`src/spc_pkg.sv`:
```
// spc_pkg: shared constants and carrier types for sector protect control
// assumes a 40 MHz system clock; all users reference items as spc_pkg::name

package spc_pkg;

   // ==========================================================
   // clock and timing
   localparam int CLK_PERIOD_NS = 25;
   // write-protect noise filter window, in ns
   localparam int WP_FILT_NS    = 1000;
   // least time rounds up to whole cycles
   localparam int WP_FILT_CYC   =
      (WP_FILT_NS + CLK_PERIOD_NS - 1) / CLK_PERIOD_NS;

   // ==========================================================
   // command bytes
   localparam logic [7:0] CMD_PFX0     = 8'h3D;
   localparam logic [7:0] CMD_PFX1     = 8'h2A;
   localparam logic [7:0] CMD_PFX2     = 8'h7F;
   localparam logic [7:0] CMD_PROT_ON  = 8'hA9;
   localparam logic [7:0] CMD_PROT_OFF = 8'h9A;

   // ==========================================================
   // selection register layout
   localparam int         SEL_BYTES    = 16;
   localparam int         SEL_IDX_W    = 4;
   localparam logic [7:0] SEL_MARKED   = 8'hFF;
   localparam logic [7:0] SEL_CLEAR    = 8'h00;
   localparam logic [7:0] SEL_ERASED   = 8'hFF;
   // contents after reset model the shipped state
   localparam logic [7:0] SEL_RST_VAL  = 8'h00;
   // sector 0 sub-sector fields
   localparam int         SUB_A_HI     = 7;
   localparam int         SUB_A_LO     = 6;
   localparam int         SUB_B_HI     = 5;
   localparam int         SUB_B_LO     = 4;

   // ==========================================================
   // reset values
   localparam logic SW_EN_RST = 1'b0;
   localparam logic WP_N_RST  = 1'b1;

   // ==========================================================
   // command decoder states
   typedef enum logic [2:0] {
      ST_IDLE  = 3'b000,
      ST_PFX1  = 3'b001,
      ST_PFX2  = 3'b010,
      ST_LAST  = 3'b011,
      ST_ARMON = 3'b100,
      ST_ARMOF = 3'b101,
      ST_DEAD  = 3'b110
   } spc_cmd_st_t;

   // ==========================================================
   // carriers
   typedef struct packed {
      logic       valid;
      logic [7:0] data;
   } spc_byte_t;

   typedef struct packed {
      logic                 valid;
      logic                 to_reg;   // target is the selection register
      logic [SEL_IDX_W-1:0] sector;
      logic                 sub_b;    // sector 0 only: upper part
   } spc_op_req_t;

   typedef struct packed {
      logic valid;
      logic blocked;
   } spc_verdict_t;

   typedef struct packed {
      logic                 valid;
      logic                 erase;    // set every byte to erased value
      logic [SEL_IDX_W-1:0] idx;
      logic [7:0]           data;
   } spc_sel_wr_t;

endpackage

```
`src/spc_spi_rx.sv`:
```
// spc_spi_rx: samples the serial pins with the system clock, frames bytes
// assumes pins are asynchronous; mode 0/3, data taken on sck rising edge

`timescale 1ns/1ps

module spc_spi_rx (
   // clock and reset
   input  wire logic              i_clk_sys,
   input  wire logic              i_reset,
   // serial pins
   input  wire logic              i_spi_sck,
   input  wire logic              i_spi_cs_n,
   input  wire logic              i_spi_si,
   // framed output
   output spc_pkg::spc_byte_t     o_byte,
   output logic                   o_frame_start,
   output logic                   o_frame_end,
   output logic                   o_mid_byte
);

   // ==========================================================
   // synchronisers
   logic [1:0] sck_s_r;
   logic [1:0] cs_s_r;
   logic [1:0] si_s_r;
   logic       sck_d_r;
   logic       cs_d_r;
   logic [2:0] bit_cnt_r;
   logic [6:0] shift_r;
   logic       sck_rise;

   // two flops per pin, second stage only is read
   always_ff @(posedge i_clk_sys or posedge i_reset) begin
      if (i_reset) begin
         sck_s_r <= 2'b00;
         cs_s_r  <= 2'b11;
         si_s_r  <= 2'b00;
         sck_d_r <= 1'b0;
         cs_d_r  <= 1'b1;
      end else begin
         sck_s_r <= {sck_s_r[0], i_spi_sck};
         cs_s_r  <= {cs_s_r[0], i_spi_cs_n};
         si_s_r  <= {si_s_r[0], i_spi_si};
         sck_d_r <= sck_s_r[1];
         cs_d_r  <= cs_s_r[1];
      end
   end

   assign sck_rise      = sck_s_r[1] & ~sck_d_r & ~cs_s_r[1];
   assign o_frame_start = cs_d_r & ~cs_s_r[1];
   assign o_frame_end   = ~cs_d_r & cs_s_r[1];
   assign o_mid_byte    = (bit_cnt_r != 3'd0);

   // ==========================================================
   // bit shifter, msb first
   always_ff @(posedge i_clk_sys or posedge i_reset) begin
      if (i_reset) begin
         bit_cnt_r <= 3'd0;
         shift_r   <= 7'd0;
         o_byte    <= '0;
      end else begin
         o_byte.valid <= 1'b0;
         if (cs_s_r[1]) begin
            bit_cnt_r <= 3'd0;
         end else if (sck_rise) begin
            bit_cnt_r <= bit_cnt_r + 3'd1;
            shift_r   <= {shift_r[5:0], si_s_r[1]};
            if (bit_cnt_r == 3'd7) begin
               o_byte.valid <= 1'b1;
               o_byte.data  <= {shift_r, si_s_r[1]};
            end
         end
      end
   end

endmodule

```
`src/spc_wp_filt.sv`:
```
// spc_wp_filt: synchronises and debounces the active-low write-protect pin
// assumes the pin is asynchronous; level accepted after a stable window

`timescale 1ns/1ps

module spc_wp_filt #(
   parameter int STABLE_CYC = spc_pkg::WP_FILT_CYC
) (
   // clock and reset
   input  wire logic i_clk_sys,
   input  wire logic i_reset,
   // pin and filtered level
   input  wire logic i_wp_n,
   output logic      o_wp_n_filt
);

   localparam int CW = $clog2(STABLE_CYC + 1);

   // ==========================================================
   // sync and stability counter
   logic [1:0]    wp_s_r;
   logic [CW-1:0] stab_cnt_r;

   always_ff @(posedge i_clk_sys or posedge i_reset) begin
      if (i_reset) begin
         wp_s_r <= {2{spc_pkg::WP_N_RST}};
      end else begin
         wp_s_r <= {wp_s_r[0], i_wp_n};
      end
   end

   // new level taken only after it held the whole window
   always_ff @(posedge i_clk_sys or posedge i_reset) begin
      if (i_reset) begin
         stab_cnt_r  <= '0;
         o_wp_n_filt <= spc_pkg::WP_N_RST;
      end else if (wp_s_r[1] == o_wp_n_filt) begin
         stab_cnt_r <= '0;
      end else if (stab_cnt_r == CW'(STABLE_CYC - 1)) begin
         stab_cnt_r  <= '0;
         o_wp_n_filt <= wp_s_r[1];
      end else begin
         stab_cnt_r <= stab_cnt_r + CW'(1);
      end
   end

endmodule

```
`src/spc_sector_protect.sv`:
```
// spc_sector_protect: software/hardware sector protection control
// assumes serial pins and write-protect pin are asynchronous to i_clk_sys;
// program/erase engines ask for verdicts and write the selection register
// verdict requests and register writes come from logic on i_clk_sys and
// pass no synchroniser; the status flags lag each pin by its sync and
// filter latency, so engines must not act on a flag mid-change

`timescale 1ns/1ps

module spc_sector_protect #(
   parameter int WP_STABLE_CYC = spc_pkg::WP_FILT_CYC
) (
   // clock and reset
   input  wire logic                 i_clk_sys,
   input  wire logic                 i_reset,
   // serial command pins
   input  wire logic                 i_spi_sck,
   input  wire logic                 i_spi_cs_n,
   input  wire logic                 i_spi_si,
   // write-protect pin
   input  wire logic                 i_wp_n,
   // program/erase permission check
   input  wire spc_pkg::spc_op_req_t i_op_req,
   output spc_pkg::spc_verdict_t     o_op_verdict,
   // selection register write and read
   input  wire spc_pkg::spc_sel_wr_t i_sel_wr,
   output logic                      o_sel_wr_done,
   output logic                      o_sel_wr_refused,
   input  wire logic [3:0]           i_sel_rd_idx,
   output logic [7:0]                o_sel_rd_data,
   // status
   output logic                      o_prot_en,
   output logic                      o_sel_wr_ok
);

   // ==========================================================
   // decoding used by the verdict and the software enable
   // sector 0 is split in two parts of two bits each; any value other
   // than the marked pattern reads as unmarked, so a bad byte leaves
   // only its own sector unprotected
   // sector marked: full byte for 1..15, sub-field for sector 0
   function automatic logic sec_marked(input logic [7:0] b,
                                       input logic [3:0] sec,
                                       input logic       sub_b);
      logic r;
      r = 1'b0;
      if (sec == 4'd0) begin
         if (sub_b) begin
            r = (b[spc_pkg::SUB_B_HI:spc_pkg::SUB_B_LO] == 2'b11);
         end else begin
            r = (b[spc_pkg::SUB_A_HI:spc_pkg::SUB_A_LO] == 2'b11);
         end
      end else begin
         r = (b == spc_pkg::SEL_MARKED);
      end
      return r;
   endfunction

   // a command acts only at a clean release in its armed state; a
   // trailing partial byte means the host changed its mind
   function automatic logic frame_acts(input spc_pkg::spc_cmd_st_t s,
                                       input spc_pkg::spc_cmd_st_t armed,
                                       input logic                 fe,
                                       input logic                 part);
      return fe & ~part & (s == armed);
   endfunction

   // ==========================================================
   // pin front ends
   // all four pins pass two flops inside the front ends; nothing below
   // reads a raw pin, so one metastable sample cannot split a decision
   spc_pkg::spc_byte_t rx_byte;
   logic               frame_start;
   logic               frame_end;
   logic               mid_byte;
   logic               wp_n_filt;

   // serial bytes, msb first, framed by chip select
   spc_spi_rx u_rx (
      .i_clk_sys     (i_clk_sys),
      .i_reset       (i_reset),
      .i_spi_sck     (i_spi_sck),
      .i_spi_cs_n    (i_spi_cs_n),
      .i_spi_si      (i_spi_si),
      .o_byte        (rx_byte),
      .o_frame_start (frame_start),
      .o_frame_end   (frame_end),
      .o_mid_byte    (mid_byte)
   );

   // write-protect level, debounced both ways
   spc_wp_filt #(
      .STABLE_CYC (WP_STABLE_CYC)
   ) u_wp (
      .i_clk_sys   (i_clk_sys),
      .i_reset     (i_reset),
      .i_wp_n      (i_wp_n),
      .o_wp_n_filt (wp_n_filt)
   );

   // ==========================================================
   // command sequence decoder
   // state follows the bytes of the current frame only
   spc_pkg::spc_cmd_st_t st_r;
   spc_pkg::spc_cmd_st_t st_nxt;

   // the decoder only follows bytes; the frame boundaries act on it.
   // a frame start rewinds, so an armed state left by a frame cut
   // short cannot carry into the next frame
   // each byte must match in order, else the frame goes dead
   always_comb begin
      st_nxt = st_r;
      if (frame_start) begin
         st_nxt = spc_pkg::ST_IDLE;
      end else if (rx_byte.valid) begin
         case (st_r)
            spc_pkg::ST_IDLE: begin
               st_nxt = (rx_byte.data == spc_pkg::CMD_PFX0) ?
                        spc_pkg::ST_PFX1 : spc_pkg::ST_DEAD;
            end
            spc_pkg::ST_PFX1: begin
               st_nxt = (rx_byte.data == spc_pkg::CMD_PFX1) ?
                        spc_pkg::ST_PFX2 : spc_pkg::ST_DEAD;
            end
            spc_pkg::ST_PFX2: begin
               st_nxt = (rx_byte.data == spc_pkg::CMD_PFX2) ?
                        spc_pkg::ST_LAST : spc_pkg::ST_DEAD;
            end
            spc_pkg::ST_LAST: begin
               if (rx_byte.data == spc_pkg::CMD_PROT_ON) begin
                  st_nxt = spc_pkg::ST_ARMON;
               end else if (rx_byte.data == spc_pkg::CMD_PROT_OFF) begin
                  st_nxt = spc_pkg::ST_ARMOF;
               end else begin
                  st_nxt = spc_pkg::ST_DEAD;
               end
            end
            default: begin
               // a fifth byte cancels an armed command
               st_nxt = spc_pkg::ST_DEAD;
            end
         endcase
      end
   end

   // select release returns to idle after the arm flags are read;
   // a release wins over a byte landing in the same cycle, which
   // happens when the last sck rise is sampled a cycle before release
   always_ff @(posedge i_clk_sys or posedge i_reset) begin
      if (i_reset) begin
         st_r <= spc_pkg::ST_IDLE;
      end else if (frame_end) begin
         st_r <= spc_pkg::ST_IDLE;
      end else begin
         st_r <= st_nxt;
      end
   end

   // ==========================================================
   // software enable, acted on at chip select release only
   logic sw_en_r;
   logic wp_low;
   logic arm_on;
   logic arm_off;

   // filtered pin, low means hardware protection
   assign wp_low  = ~wp_n_filt;
   // trailing partial byte voids the command
   assign arm_on  = frame_acts(st_r, spc_pkg::ST_ARMON, frame_end, mid_byte);
   assign arm_off = frame_acts(st_r, spc_pkg::ST_ARMOF, frame_end, mid_byte);

   // both arms come from one frame end, so they never meet in a cycle;
   // off is dropped, not queued, while the pin holds low, and power-up
   // always starts unprotected by software
   always_ff @(posedge i_clk_sys or posedge i_reset) begin
      if (i_reset) begin
         sw_en_r <= spc_pkg::SW_EN_RST;
      end else if (arm_on) begin
         sw_en_r <= 1'b1;
      end else if (arm_off && !wp_low) begin
         sw_en_r <= 1'b0;
      end
   end

   // ==========================================================
   // effective protection: pin can only add to software state
   logic prot_on;

   assign prot_on = sw_en_r | wp_low;

   // ==========================================================
   // status flags
   // status flag, pin low forces on, release falls back to sw
   always_ff @(posedge i_clk_sys or posedge i_reset) begin
      if (i_reset) begin
         o_prot_en <= spc_pkg::SW_EN_RST;
      end else begin
         o_prot_en <= prot_on;
      end
   end

   // writable flag follows the filtered pin; both flags come from
   // flops so the engines see clean levels, one cycle after the filter
   always_ff @(posedge i_clk_sys or posedge i_reset) begin
      if (i_reset) begin
         o_sel_wr_ok <= 1'b1;
      end else begin
         o_sel_wr_ok <= ~wp_low;
      end
   end
   // with no enable, release ends protection after filter
   // an enable before or during low keeps sw_en_r set

   // ==========================================================
   // selection register, one byte per sector
   // flops indexed by sector, no memory macro
   logic [7:0] sel_r [spc_pkg::SEL_BYTES];

   // writes refused while the pin holds it read-only
   // erase sets every byte to the marked value, so a stray program
   // right after an erase finds every sector marked, and blocked while protection is on
   // one process per byte keeps the erase to a single cycle
   genvar gi;
   generate
      for (gi = 0; gi < spc_pkg::SEL_BYTES; gi++) begin : g_sel
         always_ff @(posedge i_clk_sys or posedge i_reset) begin
            if (i_reset) begin
               sel_r[gi] <= spc_pkg::SEL_RST_VAL;
            end else if (i_sel_wr.valid && !wp_low) begin
               if (i_sel_wr.erase) begin
                  sel_r[gi] <= spc_pkg::SEL_ERASED;
               end else if (i_sel_wr.idx == 4'(gi)) begin
                  sel_r[gi] <= i_sel_wr.data;
               end
            end
         end
      end
   endgenerate

   // write outcome pulses, one per write request
   always_ff @(posedge i_clk_sys or posedge i_reset) begin
      if (i_reset) begin
         o_sel_wr_done    <= 1'b0;
         o_sel_wr_refused <= 1'b0;
      end else begin
         o_sel_wr_done    <= i_sel_wr.valid & ~wp_low;
         o_sel_wr_refused <= i_sel_wr.valid & wp_low;
      end
   end

   // ==========================================================
   // read port
   // registered byte, readable whatever the pin level
   always_ff @(posedge i_clk_sys or posedge i_reset) begin
      if (i_reset) begin
         o_sel_rd_data <= spc_pkg::SEL_CLEAR;
      end else begin
         o_sel_rd_data <= sel_r[i_sel_rd_idx];
      end
   end

   // ==========================================================
   // program/erase verdict, answered one cycle after the request
   // the register itself is guarded by the pin alone; the software
   // enable never blocks it
   logic blocked_nxt;

   // combinational look-up, registered below
   always_comb begin
      if (i_op_req.to_reg) begin
         blocked_nxt = wp_low;
      end else begin
         blocked_nxt = prot_on &
                       sec_marked(sel_r[i_op_req.sector],
                                  i_op_req.sector,
                                  i_op_req.sub_b);
      end
   end

   // verdict clears with no request, so a stale answer never looks
   // like a fresh one
   always_ff @(posedge i_clk_sys or posedge i_reset) begin
      if (i_reset) begin
         o_op_verdict <= '0;
      end else begin
         o_op_verdict.valid   <= i_op_req.valid;
         o_op_verdict.blocked <= i_op_req.valid & blocked_nxt;
      end
   end

endmodule

```
`config.mk`:
```
export PLATFORM = sky130hd
export DESIGN_NAME = spc_sector_protect
export DESIGN_NICKNAME = d
export VERILOG_FILES = /design/src/spc_pkg.sv /design/src/spc_spi_rx.sv /design/src/spc_wp_filt.sv /design/src/spc_sector_protect.sv
export SDC_FILE = /design/constraint.sdc
export NUM_CORES = 1
export LEC_CHECK = 0
export BUFFER_PORTS_ARGS = -buffer_cell sky130_fd_sc_hd__buf_4
export CAP_MARGIN = 20
export CORE_MARGIN = 4
export CORE_UTILIZATION = 45
export CTS_BUF_LIST = sky130_fd_sc_hd__clkbuf_4 sky130_fd_sc_hd__clkbuf_8 sky130_fd_sc_hd__clkbuf_16
export DETAILED_ROUTE_END_ITERATION = 8
export SLEW_MARGIN = 20
export SYNTH_ARGS = -nofsm -noshare
export SYNTH_HDL_FRONTEND = slang
export SYNTH_SLANG_ARGS = --single-unit
```
`constraint.sdc`:
```
create_clock -name i_clk_sys -period 7.55 [get_ports i_clk_sys]
set_clock_uncertainty 0.15 [all_clocks]
set_input_delay 1.51 -clock i_clk_sys [delete_from_list [all_inputs] [get_ports i_clk_sys]]
set_output_delay 1.51 -clock i_clk_sys [all_outputs]
set_load 0.02 [all_outputs]
```
* Word level (Yosys, flattened, before mapping)
Cells that the tools add are included.
Widths: inputs -> output; s select.
** Word-level totals
- Bits in registers :: 182
- Bits of input ports :: 31
- Output and inout port bits :: 14
- Word-level logic and storage cells :: 196
** Cells by class
- Add/sub/neg operators :: 2
- Magnitude comparators :: 2
- Equality and inequality tests :: 31
- Mux-type cells :: 60
- Bitwise operators :: 20
- Reductions and logical operators :: 44
** Operators with widths (number)
- $mux 8 :: 36
- $bmux 8 s4 :: 2
- $reduce_and 2->1 :: 18
- $reduce_bool 2->1 :: 18
- $eq 4x4->1 const B :: 8
- $mux 3 :: 9
- $mux 9 :: 3
- $eq 8x8->1 const B :: 3
- $eq 4x3->1 const B :: 4
- $eq 8x6->1 const B :: 2
- $mux 6 :: 2
- $pmux 3 s4 :: 1
- $and 1x1->1 :: 11
- $ge 5x5->1 const B :: 2
- $not 4->5 :: 2
- $eq 3x3->1 const B :: 3
- $eq 4x2->1 const B :: 2
- $eq 8x7->1 const B :: 1
- $logic_not 4->1 :: 2
- $add 6x1->6 const B :: 1
- $eq 3x2->1 const B :: 2
- $eq 6x6->1 const B :: 1
- $mux 1 :: 6
- $not 1->1 :: 6
- 11 further kinds :: 14

* Logic depth before layout (Yosys ltp)
- Depth after elaboration :: 11
- Mapped depth :: 8
- Depth with buffers taken out :: 6

* By module
Synthesis repeated with hierarchy kept, for this count alone.
** Second synthesis, totals
- Cells, all modules :: 762
- Area, all modules :: 8376.8 um2
** By module, submodules not included
- spc_sector_protect :: times used 1, cells each 670, area an instance 6935.4 um2, seq. area each 3654.8 um2
- spc_spi_rx :: times used 1, cells each 63, area an instance 1071.0 um2, seq. area each 679.4 um2
- spc_wp_filt :: times used 1, cells each 29, area an instance 370.4 um2, seq. area each 229.0 um2

* Worst setup path after synthesis
No wires, ideal clock.
- Kind :: input to register
- From :: in i_sel_rd_idx[0]
- To :: reg o_sel_rd_data[0]
- Library setup time :: 0.138 ns
- Arrival :: 2.991 ns
- Data required time :: 7.262 ns
- Setup slack :: 4.270 ns
- Stages :: 4
- Buffers on the path :: 2
- Path through :: clkbuf_1 -> buf_2 -> mux4_2 -> mux4_2
** On the way
- Longest elaborated chain between the ends :: 4
** Ends and longest elaborated chain
- from (decl) :: RTL line spc_sector_protect.sv:29 : input wire logic [3:0] i_sel_rd_idx,
- $not 4->5 (implied by the code) :: RTL line spc_sector_protect.sv:258 : o_sel_rd_data <= sel_r[i_sel_rd_idx];
- $bmux 8 s4 :: RTL line spc_sector_protect.sv:258
- $mux 8 (implied by the code) (2 in a row) :: RTL line spc_sector_protect.sv:258
- to (signal assigned) :: RTL line spc_sector_protect.sv:256 : o_sel_rd_data <= spc_pkg::SEL_CLEAR;
- to (signal assigned) :: RTL line spc_sector_protect.sv:258
- to (decl) :: RTL line spc_sector_protect.sv:30 : output logic [7:0] o_sel_rd_data,
Every way passes these cells. The select of a mux whose other input is x is not followed.
A chain may end at the register's enable or synchronous reset.

* Final worst setup path
- From :: in i_sel_wr[13] in the netlist's numbering
- To :: reg sel_r[110] in the netlist's numbering
** On the way
- Longest elaborated chain between the ends :: 2
** Ends and longest elaborated chain
- from (decl) :: RTL line spc_sector_protect.sv:26 : input wire spc_pkg::spc_sel_wr_t i_sel_wr,
- $logic_and 1x1->1 :: RTL line spc_sector_protect.sv:229 : end else if (i_sel_wr.valid && !wp_low) begin
- $reduce_and 2->1 (no source line)
- to (signal, indexed assignment) :: RTL line spc_sector_protect.sv:228 : sel_r[gi] <= spc_pkg::SEL_RST_VAL;
- to (signal, indexed assignment) :: RTL line spc_sector_protect.sv:231 : sel_r[gi] <= spc_pkg::SEL_ERASED;
- to (signal, indexed assignment) :: RTL line spc_sector_protect.sv:233 : sel_r[gi] <= i_sel_wr.data;
- to (decl) :: RTL line spc_sector_protect.sv:217 : logic [7:0] sel_r [spc_pkg::SEL_BYTES];
Every way passes these cells.

==> Implementation_results.wiki <==
{| class="wikitable"
! Metric !! Value
|-
| Run status || complete, no violations
|-
| Number of instances on the worst hold path || 0
|-
| Count of non-filler cells in the finished layout || 1,028
|-
| WL final || 20,900 um
|-
| Clock tree from TritonCTS || done
|-
| Number of buffers added for setup after CTS || 0
|-
| Uppermost metal layer occupied by signal nets || met4
|-
| Residual overflow from global routing || 0
|-
| IR drop worst, VDD || 140 uV
|-
| Area Growth Syn to Fin || 13.8%
|-
| Worst Hold Endpoint || u_rx.si_s_r[1]
|-
| TritonRoute pass-1 iters || 5
|-
| Required time of the critical path || 7.66 ns
|-
| Critical R2R Launch || u_wp.o_wp_n_filt
|-
| Number of sinks on the clock net || 182
|-
| Layout cell share with drive strength beyond 1 || 0.209
|-
| Gate count of the mapped netlist || 763
|-
| Worst setup path start || i_sel_wr[13]
|-
| Total count of hold-check failures in the final report || 0
|-
| Number of synthesized flops with an enable pin || 0
|-
| Number of nets in the synthesized netlist || 800
|-
| Clock buffer depth || 2
|-
| Via count of the first global-routing pass || 6,061
|-
| List of cells traversed by the critical path || buf_4, and2_1, o21ai_1, nand2_1, o21ai_0
|-
| Critical path launch point type || input pin
|-
| Slew headroom || 0.313
|-
| Wire length of the first global-routing pass || 33,200 um
|-
| Antenna Cells || 0
|-
| Minimum clock period after layout || 3.11 ns
|-
| Count of H-tree levels built during CTS || 4
|-
| Final worst-path cycle share || 0.412
|-
| Top-level port count || 45
|-
| Crit path max-delay cell type || and2_1
|-
| Power per unit of standard cell area || 217 nW/um2
|-
| Crit-path max FO || 17
|-
| # setup viols final || 0
|-
| Total chip power || 2.04 mW
|-
| Die height || 144 um
|-
| Number of cells traversed by the worst register-to-register path || 4
|-
| Post-cts gate resize count || 0
|-
| Worst Hold Launch || u_rx.si_s_r[0]
|-
| Initial Util || 0.460
|-
| Met3 wire len || 1080 um
|-
| Critical setup path kind || in -> reg
|-
| Pins over their slew limit || 0
|-
| Count of max-cap constraint violations || 0
|-
| Total global routing track utilization || 0.212
|-
| Hold-fix buffer count after cts || 0
|-
| # port buffers || 44
|-
| Overall die area || 20,700 um2
|-
| Core ar. || 18,000 um2
|-
| Root Buffer || clkbuf_16
|-
| Largest net degree at the start of global routing || 105
|-
| Total negative slack || 0 ns
|-
| Post-Synthesis Cell Area || 8300 um2
|-
| Most common cell after layout, fill and taps aside || dfrtp_1
|-
| Max Freq || 321 MHz
|-
| Endpoint of the lowest-slack register-to-register path || sel_r[110]
|-
| Clock transition at the registers of the reported paths || 0.06 ns
|-
| Antenna violations before repair || 0
|-
| Die span in x || 144 um
|-
| TritonCTS buffer count || 17
|-
| Final Wtd Congestion || 0.866
|-
| Flops & latches, synth || 182
|-
| Sequential fraction of the synthesis area || 0.550
|-
| Filler instances || 1,566
|-
| DPL Wire Length || 14,300 um
|-
| WP data arrival || 3.22 ns
|-
| Via Count || 6,079
|-
| Per-instance average area after synthesis || 10.9 um2
|-
| Routed Antenna Nets || 0
|-
| Wire length on met1 || 9520 um
|-
| Dominant register cell in the synthesized netlist || dfrtp_1
|-
| Detailed-route wire length per cell || 20.3 um
|-
| Via count normalized by instance count || 5.91
|-
| Crit end category || flip-flop
|-
| Number of DRC violations after detailed-routing iteration 0 || 469
|-
| Worst-Margin Slew || 1.02 ns
|-
| Clock latency at the later pin of the worst-skew pair || 0.43 ns
|-
| Metal2 WL || 9740 um
|-
| Register-to-Register Setup Slack || 4.92 ns
|-
| Cell Rows || 49
|-
| Number of distinct standard cells referenced by the synthesized netlist || 50
|-
| LEAKAGE || 4.07 nW
|-
| Path category of the worst min-delay check || reg -> reg
|-
| Cell count after placement || 993
|-
| Unrepaired setup endpoints after global routing || no
|-
| Final nets || 823
|-
| DRC errors left || 0
|-
| Crit-path max cell delay || 0.71 ns
|-
| Share of async-settable or async-resettable flops after synthesis || 1.00
|-
| Yosys warns || 0
|-
| Commonest non-fill, non-tap cells in the layout || dfrtp_1 (175), nand2_1 (142), o21ai_0 (128)
|}
## sequential cells by signal, summed over array words and instances, names as in the netlist, 2 cells and up
register         flops
u_wp.wp_s_r          2
u_wp.stab_cnt_r      6
u_rx.si_s_r          2
u_rx.bit_cnt_r       3
u_rx.o_byte          9
o_op_verdict         2
u_rx.cs_s_r          2
u_rx.shift_r         7
st_r                 3
o_sel_rd_data        8
u_rx.sck_s_r         2
sel_r              128
## layout make-up
class | instances | area [um2] | area share
clock buffer | 23 | 489 | 0.0518
sequential | 182 | 4560 | 0.483
timing repair buffer | 53 | 418 | 0.0443
inverter | 7 | 31.3 | 0.00331
tap | 229 | 287 | 0.0304
multi-input combinational | 525 | 3540 | 0.375
clock inverter | 9 | 116 | 0.0123
## layer usage
metal,vias up,track usage
met5,-,0
met4,0,0.0808
met3,35,0.0353
met2,201,0.330
met1,3068,0.301
li1,2775,-
## where the power goes
part           leakage [nW]  internal (mW)  total [mW]  switching [mW]
clock                 0.299          0.529       0.903           0.374
sequential             2.47           1.00        1.02          0.0170
combinational          1.30         0.0471       0.124          0.0772
## Yosys cell counts, drive strengths merged, types with 2 or more instances
cell | n | area share
nor2b | 4 | 0.0030
dfstp | 7 | 0.022
nand3b | 2 | 0.0018
nand4 | 20 | 0.015
nand2b | 5 | 0.0038
a31oi | 3 | 0.0023
nor3 | 7 | 0.0042
or3 | 3 | 0.0029
mux4 | 42 | 0.11
and2 | 5 | 0.0038
dfrtp | 175 | 0.53
nand3 | 19 | 0.011
o211ai | 4 | 0.0036
o21a | 2 | 0.0018
a21oi | 19 | 0.011
ha | 6 | 0.0090
buf | 15 | 0.010
clkbuf | 34 | 0.015
o2111ai | 4 | 0.0050
a41oi | 2 | 0.0021
xor2 | 3 | 0.0032
o22ai | 2 | 0.0015
mux2 | 16 | 0.022
nor3b | 3 | 0.0027
inv | 7 | 0.0032
xnor2 | 4 | 0.0042
nand4b | 2 | 0.0021
o21ai | 143 | 0.086
mux2i | 5 | 0.0060
nand2 | 142 | 0.064
nor4bb | 2 | 0.0024
nor2 | 44 | 0.020
## worst max path at each step
stage	end	slack, ns	cells after the start
after floorplan	o_op_verdict[0]	0.96	1
after global placement	sel_r[91]	4.08	3
after detailed placement	sel_r[83]	4.00	3
after CTS	sel_r[126]	4.44	3
after global routing	sel_r[110]	4.26	5
final	sel_r[110]	4.44	5
## through the flow
stage	util	hold WS [ns]	setup WS (ns)	cell area, um2
2_1_floorplan	-	0.181	0.958	8300
3_3_place_gp	0.485	0.183	4.08	8750
3_5_place_dp	0.486	0.190	4.00	8750
4_1_cts	0.519	0.208	4.44	9360
5_1_grt	0.524	0.218	4.26	9440
6_report	0.524	0.202	4.44	9440
## worst max-delay path, delay by kind of cell
family	cells	cell delay (ns)
buffers and inverters	1	0.08
AND/OR/NAND/NOR	2	0.89
AO/OA/AOI/OAI	2	0.71
## kinds of logic (layout without fill, tap and decap cells)
family,after synthesis,count (layout),synth area share
multiplexers,63,63,0.142
AND/OR/NAND/NOR,263,263,0.141
adder cells (fa/ha/maj),6,6,0.00905
AO/OA/AOI/OAI,186,186,0.121
flip-flops,182,182,0.550
XOR/XNOR,7,7,0.00739
buffers and inverters,56,92,0.0290
No activity file was read; power rests on OpenSTA's default activity.
